## src/rtl/gcpm_pkg.sv

```systemverilog
// Purpose: Constants for the global configuration and pad mux block
// Assumes: APB-style register access, 8-bit registers on 32-bit aligned words
// Notes:   Offsets are full byte addresses
package gcpm_pkg;
  localparam logic [31:0] GCPM_PAD_CONTROL_ADDR  = 32'h30001C08;
  localparam logic [31:0] GCPM_LOCK_STATUS_ADDR  = 32'h30001C0C;
  localparam logic [31:0] GCPM_ST_CONTROL_ADDR   = 32'h30001C10;
  localparam logic [31:0] GCPM_ST_STATUS_ADDR    = 32'h30001C14;
  localparam logic [31:0] GCPM_HW_CFG_ADDR       = 32'h30001C04;
  localparam logic [7:0]  GCPM_REG_RESET         = 8'h00;
  localparam logic [7:0]  GCPM_UNLOCK_KEY        = 8'h45;
  // Field positions
  localparam int GCPM_TWO_WIRE_BIT  = 0;
  localparam int GCPM_USB_EXT_BIT   = 1;
  localparam int GCPM_CHIP_DIS_BIT  = 0;
  localparam int GCPM_START_BIT     = 1;
  localparam int GCPM_FINISH_BIT    = 0;
  localparam int GCPM_PASS_BIT      = 1;
  localparam int GCPM_FAULT_BIT     = 2;
  // Strap pad positions within the address pad bus
  localparam int GCPM_STRAP_USB_CLK = 21;
  localparam int GCPM_STRAP_PARPORT = 20;
  localparam int GCPM_STRAP_BOOTW   = 19;
  localparam int GCPM_STRAP_DEBUG   = 18;
  localparam int GCPM_STRAP_BYPASS  = 17;
endpackage

```

## src/rtl/gcpm_global_config.sv

```systemverilog
// Purpose: Global configuration, pad ownership mux and shared RAM self-test control
// Assumes: core_clk system clock; rst_n is the power-good reset, active low
// Notes:   Pads are modelled as input/output/enable triples
`timescale 1ns/100ps
`default_nettype none
module gcpm_global_config
  import gcpm_pkg::*;
(
  // Clock and reset
  input  wire logic        core_clk,
  input  wire logic        rst_n,
  // Peripheral register bus
  input  wire logic        psel,
  input  wire logic        penable,
  input  wire logic        pwrite,
  input  wire logic [31:0] paddr,
  input  wire logic [7:0]  pwdata,
  output logic      [7:0]  prdata,
  input  wire logic        apb_any_write,
  // Strap pads
  input  wire logic [22:17] strap_addr_pads,
  // Clock sources
  input  wire logic        synth_clk,
  input  wire logic        master_clock_input_pad,
  input  wire logic        synth_locked,
  output logic             sys_clk_out,
  output logic             usb_clk_enable,
  output logic             parallel_port_clk_enable,
  output logic             parallel_port_mapped,
  output logic             boot_bank_16bit,
  output logic [7:0]       hw_cfg,
  // Shared parallel/memory pads: 8 data, 10 control
  input  wire logic [17:0] shared_port_pads_in,
  output logic      [17:0] shared_port_pads_out,
  output logic      [17:0] shared_port_pads_oe,
  input  wire logic [17:0] shmem_pads_out,
  input  wire logic [17:0] shmem_pads_oe,
  output logic      [17:0] shmem_pads_in,
  input  wire logic [17:0] parallel_port_pads_out,
  input  wire logic [17:0] parallel_port_pads_oe,
  output logic      [17:0] parallel_port_pads_in,
  // Debug-shared pads: ext_io_bank_select, rom_bank_select, dram_row_strobe[2:0]
  input  wire logic [4:0]  dbg_pads_in,
  output logic      [4:0]  dbg_pads_out,
  output logic      [4:0]  dbg_pads_oe,
  input  wire logic        ext_io_bank_select,
  input  wire logic        rom_bank_select,
  input  wire logic [2:0]  dram_row_strobe,
  output logic             jtag_tck,
  output logic             jtag_tms,
  output logic             jtag_tdi,
  input  wire logic        jtag_tdo,
  output logic             jtag_trst_n,
  // GPIO pads and two extra address pads
  input  wire logic [5:0]  gpio_pads_in,
  output logic      [5:0]  gpio_pads_out,
  output logic      [5:0]  gpio_pads_oe,
  input  wire logic [5:0]  gpio_blk_out,
  input  wire logic [5:0]  gpio_blk_oe,
  output logic      [5:0]  gpio_blk_in,
  input  wire logic [5:0]  usb_xcvr_out,
  input  wire logic [5:0]  usb_xcvr_oe,
  output logic      [5:0]  usb_xcvr_in,
  input  wire logic [1:0]  xaddr_pads_in,
  output logic      [1:0]  xaddr_pads_out,
  output logic      [1:0]  xaddr_pads_oe,
  input  wire logic [1:0]  shmem_xaddr_out,
  output logic      [1:0]  usb_vp_vm,
  input  wire logic        i2c_scl_drive_low,
  input  wire logic        i2c_sda_drive_low,
  output logic             i2c_scl_in,
  output logic             i2c_sda_in,
  // Self-test engine
  output logic             selftest_start,
  output logic             shared_mem_chip_disable,
  input  wire logic        selftest_finished,
  input  wire logic        selftest_pass_fail,
  input  wire logic        selftest_procedure_fault
);
  import gcpm_pkg::*;

  // ----------------------------------------
  // Strap capture
  // ----------------------------------------
  logic [22:17] strap_reg;
  logic [7:0]   pad_ctrl_reg;
  logic [7:0]   st_ctrl_reg;
  logic [7:0]   st_status_reg;
  logic [7:0]   lock_reg;
  logic         unlocked_reg;
  logic         lock_meta_reg;

  // Straps follow the pads on every edge while reset is low and freeze when it releases
  always_ff @(posedge core_clk)
  begin
    if (!rst_n)
      strap_reg <= strap_addr_pads;
  end

  logic debug_mode_n;
  logic bypass;
  // Debug and bypass follow the pad during reset, so they act before any clock
  assign debug_mode_n = rst_n ? strap_reg[GCPM_STRAP_DEBUG]  : strap_addr_pads[GCPM_STRAP_DEBUG];
  assign bypass       = rst_n ? strap_reg[GCPM_STRAP_BYPASS] : strap_addr_pads[GCPM_STRAP_BYPASS];

  assign hw_cfg = {strap_reg[22:17], 2'h0};

  // ----------------------------------------
  // Clock and configuration outputs
  // ----------------------------------------
  assign usb_clk_enable           = strap_reg[GCPM_STRAP_USB_CLK];
  assign parallel_port_clk_enable = strap_reg[GCPM_STRAP_PARPORT];
  assign parallel_port_mapped     = strap_reg[GCPM_STRAP_PARPORT];
  assign boot_bank_16bit          = strap_reg[GCPM_STRAP_BOOTW];
  assign sys_clk_out              = bypass ? master_clock_input_pad : synth_clk;

  // ----------------------------------------
  // Shared parallel / memory pads
  // ----------------------------------------
  always_comb
  begin
    if (strap_reg[GCPM_STRAP_PARPORT])
    begin
      shared_port_pads_out = parallel_port_pads_out;
      shared_port_pads_oe  = parallel_port_pads_oe;
    end
    else
    begin
      shared_port_pads_out = shmem_pads_out;
      shared_port_pads_oe  = shmem_pads_oe;
    end
  end
  assign parallel_port_pads_in = strap_reg[GCPM_STRAP_PARPORT] ? shared_port_pads_in : 18'h00000;
  assign shmem_pads_in         = strap_reg[GCPM_STRAP_PARPORT] ? 18'h00000 : shared_port_pads_in;

  // ----------------------------------------
  // Debug port pads
  // ----------------------------------------
  always_comb
  begin
    if (debug_mode_n)
    begin
      dbg_pads_out = {dram_row_strobe, rom_bank_select, ext_io_bank_select};
      dbg_pads_oe  = 5'h1F;
    end
    else
    begin
      dbg_pads_out = {1'b0, jtag_tdo, 3'h0};
      dbg_pads_oe  = 5'h08;
    end
  end
  assign jtag_tck    = debug_mode_n ? 1'b0 : dbg_pads_in[0];
  assign jtag_tms    = debug_mode_n ? 1'b0 : dbg_pads_in[1];
  assign jtag_tdi    = debug_mode_n ? 1'b0 : dbg_pads_in[2];
  assign jtag_trst_n = debug_mode_n ? 1'b1 : dbg_pads_in[4];

  // ----------------------------------------
  // GPIO / USB transceiver / I2C pads
  // ----------------------------------------
  logic usb_ext;
  logic two_wire_off;
  assign two_wire_off = pad_ctrl_reg[GCPM_TWO_WIRE_BIT];
  assign usb_ext      = pad_ctrl_reg[GCPM_USB_EXT_BIT];

  always_comb
  begin
    if (usb_ext)
    begin
      gpio_pads_out  = usb_xcvr_out;
      gpio_pads_oe   = usb_xcvr_oe;
      xaddr_pads_out = 2'h0;
      xaddr_pads_oe  = 2'h0;
    end
    else
    begin
      gpio_pads_out  = gpio_blk_out;
      gpio_pads_oe   = gpio_blk_oe;
      xaddr_pads_out = shmem_xaddr_out;
      xaddr_pads_oe  = 2'h3;
    end
    if (!two_wire_off)
    begin
      gpio_pads_out[5:4] = 2'h0;
      gpio_pads_oe[4]    = i2c_scl_drive_low;
      gpio_pads_oe[5]    = i2c_sda_drive_low;
    end
  end
  assign usb_xcvr_in = usb_ext ? gpio_pads_in : 6'h00;
  assign gpio_blk_in = usb_ext ? 6'h00 : gpio_pads_in;
  assign usb_vp_vm   = usb_ext ? xaddr_pads_in : 2'h0;
  assign i2c_scl_in  = two_wire_off ? 1'b1 : gpio_pads_in[4];
  assign i2c_sda_in  = two_wire_off ? 1'b1 : gpio_pads_in[5];

  // ----------------------------------------
  // Register bus
  // ----------------------------------------
  logic wr_acc;
  assign wr_acc = psel && penable && pwrite;

  always_ff @(posedge core_clk or negedge rst_n)
  begin
    if (!rst_n)
      pad_ctrl_reg <= GCPM_REG_RESET;
    else if (wr_acc && paddr == GCPM_PAD_CONTROL_ADDR)
      pad_ctrl_reg <= {6'h00, pwdata[1:0]};
  end

  // Protection: key write unlocks, any other bus write re-arms
  always_ff @(posedge core_clk or negedge rst_n)
  begin
    if (!rst_n)
      unlocked_reg <= 1'b0;
    else if (wr_acc && paddr == GCPM_ST_CONTROL_ADDR && pwdata == GCPM_UNLOCK_KEY && !unlocked_reg)
      unlocked_reg <= 1'b1;
    else if (wr_acc || apb_any_write)
      unlocked_reg <= 1'b0;
  end

  always_ff @(posedge core_clk or negedge rst_n)
  begin
    if (!rst_n)
      st_ctrl_reg <= GCPM_REG_RESET;
    else if (wr_acc && paddr == GCPM_ST_CONTROL_ADDR && unlocked_reg)
      st_ctrl_reg <= {6'h00, pwdata[1:0]};
  end
  assign selftest_start          = st_ctrl_reg[GCPM_START_BIT];
  assign shared_mem_chip_disable = st_ctrl_reg[GCPM_CHIP_DIS_BIT];

  // Completion flags latch; a new start clears them
  always_ff @(posedge core_clk or negedge rst_n)
  begin
    if (!rst_n)
      st_status_reg <= GCPM_REG_RESET;
    else if (selftest_finished)
      st_status_reg <= {5'h00, selftest_procedure_fault, selftest_pass_fail, 1'b1};
    else if (wr_acc && paddr == GCPM_ST_CONTROL_ADDR && unlocked_reg && pwdata[GCPM_START_BIT])
      st_status_reg <= GCPM_REG_RESET;
  end

  // Lock input comes from the analog synthesizer, so synchronise it
  always_ff @(posedge core_clk or negedge rst_n)
  begin
    if (!rst_n)
    begin
      lock_meta_reg <= 1'b0;
      lock_reg      <= GCPM_REG_RESET;
    end
    else
    begin
      lock_meta_reg <= synth_locked;
      lock_reg      <= {7'h00, lock_meta_reg};
    end
  end

  always_ff @(posedge core_clk or negedge rst_n)
  begin
    if (!rst_n)
      prdata <= GCPM_REG_RESET;
    else if (psel && !penable && !pwrite)
    begin
      case (paddr)
        GCPM_HW_CFG_ADDR:      prdata <= hw_cfg;
        GCPM_PAD_CONTROL_ADDR: prdata <= pad_ctrl_reg;
        GCPM_LOCK_STATUS_ADDR: prdata <= lock_reg;
        GCPM_ST_CONTROL_ADDR:  prdata <= st_ctrl_reg;
        GCPM_ST_STATUS_ADDR:   prdata <= st_status_reg;
        default:               prdata <= 8'h00;
      endcase
    end
  end

  // ----------------------------------------
  // Assertions
  // ----------------------------------------
  property p_protect_ignores;
    @(posedge core_clk) disable iff (!rst_n)
      (wr_acc && paddr == GCPM_ST_CONTROL_ADDR && !unlocked_reg) |=> $stable(st_ctrl_reg);
  endproperty
  a_protect_ignores: assert property (p_protect_ignores) else $error("locked write changed test control");

  property p_rearm;
    @(posedge core_clk) disable iff (!rst_n)
      (unlocked_reg && (wr_acc || apb_any_write)) |=> !unlocked_reg;
  endproperty
  a_rearm: assert property (p_rearm) else $error("protection not re-armed");

  property p_start_drives;
    @(posedge core_clk) disable iff (!rst_n)
      (wr_acc && paddr == GCPM_ST_CONTROL_ADDR && unlocked_reg) |=>
        selftest_start == $past(pwdata[GCPM_START_BIT]);
  endproperty
  a_start_drives: assert property (p_start_drives) else $error("start output mismatch");

  property p_chip_disable;
    @(posedge core_clk) disable iff (!rst_n)
      (wr_acc && paddr == GCPM_ST_CONTROL_ADDR && unlocked_reg) |=>
        shared_mem_chip_disable == $past(pwdata[GCPM_CHIP_DIS_BIT]);
  endproperty
  a_chip_disable: assert property (p_chip_disable) else $error("chip select not disabled");

  property p_done_sets;
    @(posedge core_clk) disable iff (!rst_n)
      selftest_finished |=> st_status_reg[0] && st_status_reg[1] == $past(selftest_pass_fail)
        && st_status_reg[2] == $past(selftest_procedure_fault);
  endproperty
  a_done_sets: assert property (p_done_sets) else $error("status not captured");

  property p_lock_follow;
    @(posedge core_clk) disable iff (!rst_n)
      synth_locked [*3] |-> lock_reg[0];
  endproperty
  a_lock_follow: assert property (p_lock_follow) else $error("lock status lags");

  property p_i2c_pads;
    @(posedge core_clk) disable iff (!rst_n)
      !two_wire_off |-> gpio_pads_oe[4] == i2c_scl_drive_low && gpio_pads_out[4] == 1'b0;
  endproperty
  a_i2c_pads: assert property (p_i2c_pads) else $error("I2C pad not open drain");

  property p_usb_ext;
    @(posedge core_clk) disable iff (!rst_n)
      (usb_ext && two_wire_off) |-> gpio_pads_out == usb_xcvr_out && xaddr_pads_oe == 2'h0;
  endproperty
  a_usb_ext: assert property (p_usb_ext) else $error("USB pads not routed");

  c_unlock_write: cover property (@(posedge core_clk) disable iff (!rst_n)
    unlocked_reg && wr_acc && paddr == GCPM_ST_CONTROL_ADDR);
  c_selftest_done: cover property (@(posedge core_clk) disable iff (!rst_n) selftest_finished);
  c_usb_mode: cover property (@(posedge core_clk) disable iff (!rst_n) usb_ext && two_wire_off);
endmodule
`default_nettype wire

```

## config.mk

```make
export PLATFORM = sky130hd
export DESIGN_NAME = gcpm_global_config
export DESIGN_NICKNAME = d
export VERILOG_FILES = /design/src/rtl/gcpm_pkg.sv /design/src/rtl/gcpm_global_config.sv
export SDC_FILE = /design/constraint.sdc
export NUM_CORES = 1
export LEC_CHECK = 0
export BUFFER_PORTS_ARGS = -buffer_cell sky130_fd_sc_hd__buf_2
export CORE_AREA = 2 2 132 134
export CTS_CLUSTER_DIAMETER = 120
export DETAILED_ROUTE_END_ITERATION = 12
export DIE_AREA = 0 0 134 136
export PLACE_DENSITY = 0.56
export SLEW_MARGIN = 20
export SYNTH_ARGS = -nofsm -noshare
export SYNTH_HDL_FRONTEND = slang
export SYNTH_SLANG_ARGS = --single-unit
```

## constraint.sdc

```tcl
create_clock -name core_clk -period 4 [get_ports core_clk]
set_input_delay 0.2 -clock core_clk [delete_from_list [all_inputs] [get_ports core_clk]]
set_output_delay 0.2 -clock core_clk [all_outputs]
set_load 0.1 [all_outputs]
```

==> metrics.cfg <==
[placed_design]
io_buffers=331
dpl.hpwl_mm=8.64
gp_routability_congestion=0.786

[cts]
path_clk_slew_ps=60
h-tree-depth=1
cts_tree=done
worstSkewPairLatency_ps=250
cts_buffer_depth=2
cts_inserted_buffers=3
postCtsSetupBuffers=0
cts_sinks=24
cts_root_buf=clkbuf_16

[grt]
grt_pass1_vias=2658
grt_usage_pct=9.47
grt_max_degree=76
overflow=0
grt_pass1_wl_mm=13.9
grt_antenna_before_repair=0

[logic_synthesis]
ys.flop_type=dfrtp_1
ys_ff_latch=24
yosysWarnings=0
netlist_top_cells_area=mux2_2 (23%), dfrtp_1 (19%), nor2b_1 (8.3%)
synth_edf_count=6
netlist_area_sq_mm=0.00242
yosysMostFrequentCell=mux2_2
yosysSeqAreaShare_pct=26.0
yosysUniqueCellTypes=45
yosys.area.top_type=mux2_2
syn_area_per_cell_sq_um=9.49
synth_common_cells=mux2_2 (49), nor2b_1 (32), and2_1 (30), dfrtp_1 (18)
ys_async_sr_fraction_pct=75.0
yosysTopAreaCellShare_pct=22.8
synthesis.instances=255

[routing]
via_per_inst=3.76
drtIter0Drc=141
vias=2976
wirelength_mm=10.1
drcViolationCount=0
antenna_left=0
firstDrtPassIters=4
wire_per_inst_microns=12.7

[timing]
drv_slew=0
whs_ps=51.6
setup_viol=0
fin_crit_sh_pct=65.3
max-slew-margin-rel_pct=30.8
finalCriticalPeriod_ps=2610
hold_violations=0
fmax_ghz=0.383
worstMarginPinSlew_ps=1040
rsz0062_at_grt=no
final.setup_skew_ps=2.40
tns_ps=0

[floorplanning]
initial_core_util_pct=14.3
rows=48
ios=336
die_h_microns=136
die_w_microns=134
die-area_sq_mm=0.0182
core_area_sq_mm=0.0169

[layout]
num_antenna_cells=0
fillers=1883
nNetsFinal=763
largest_reg_flops=8
drive_above_1_share_pct=71.4
area_growth_pct=78.0

[run_status]
outcome=finished, final reports clean

[setup_path]
critPathRequiredTime_ps=3800
crit_type=input port to primary output
reg2reg_slack_ps=2400
path_max_fanout=21
crit_path_start_kind=input port
end_kind=primary output
worstPathArrival_ps=2410

[power]
ir_worst_vdd_mv=0.148
cellLeakagePower_uw=0.00235
power_density_mw_per_mm2=337

[worst_hold_path]
hp-class=input port to flop

[job]
drv_cap=0

## worst max-delay path: stages
cell,delay [ps]
dlygate4sd3_1,520
buf_2,100
buf_4,280
mux2i_1,620
mux2_2,400
buf_2,290
## layout by cell type (no fill, tap or decap), drive strengths merged, types with 2 or more instances in the layout
master / n
buf: 333
mux2: 50
nor2b: 32
and2: 30
dfrtp: 18
nand2: 14
inv: 10
mux2i: 9
edfxtp: 6
nand4: 6
nor2: 5
nand2b: 5
o41ai: 5
nor4: 5
clkbuf: 4
a21oi: 3
conb: 3
nor4b: 3
nor3: 3
o31ai: 3
and4: 3
or2: 2
nor3b: 2
o21ai: 2
## cells by family after synthesis
logic type / synth area share [%]
muxes: 27.1
and+or+nand+nor: 31.3
DFF: 26.0
buffers and inverters: 8.01
other: 0.310
AOI/OAI and AO/OA: 7.24
## area by class of cell
type / instances / area, sq um / area share (%)
repair buffers: 334 / 1680 / 39.0
inverters: 10 / 37.5 / 0.871
clock buffers: 4 / 78.8 / 1.83
well taps: 225 / 282 / 6.53
flip-flops and latches: 24 / 631 / 14.6
multi-input cells: 195 / 1600 / 37.1
## path summary, 6_finish.rpt
path	depth (start not counted)	from	end
worst max-delay path	6	rst_n	dbg_pads_out[3]
max in group asynchronous	3	rst_n	st_status_reg[2]$_DFFE_PN0P_
worst min-delay path	1	synth_locked	lock_meta_reg$_DFF_PN0_
worst min register to register	0	lock_meta_reg$_DFF_PN0_	lock_reg[0]$_DFF_PN0_
worst max register to register	3	pad_ctrl_reg[1]$_DFFE_PN0P_	prdata[1]$_DFFE_PN0P_
min in group asynchronous	3	rst_n	unlocked_reg$_DFFE_PN0P_
## repair_timing
item                                   CTS  global route
hold buffers                             1             0
gates resized for setup                  0             0
endpoints found under the hold margin   18             0
## per-layer routing
layer | share of wire (%) | vias to the layer above | track usage (%)
li1 | - | 1499 | -
met1 | 39 | 1333 | 11.1
met2 | 53 | 140 | 18.3
met3 | 7.8 | 4 | 1.57
met4 | 0.59 | 0 | 1.30
met5 | 0 | - | 0
## power breakdown
group | leakage, uW | total [uW] | internal, uW | switching [uW]
sequential | 0.000297 | 265 | 260 | 5.34
clock | 0.0000382 | 220 | 136 | 84.3
combinational | 0.00202 | 968 | 188 | 781
total | 0.00235 | 1450 | 583 | 870
## metrics by stage
step	instances	power, uW	worst slack, ps	instance area (sq um)	util [%]
final	792	1450	1390	4310	25.5
after global routing	792	1500	1210	4310	25.5
after CTS	792	1470	1320	4310	25.5
after detailed placement	787	1240	1880	4220	25.0
after global placement	787	1240	1910	4220	25.0
after floorplan	256	1050	1030	2420	-
Power figures use the tool's default switching activity.
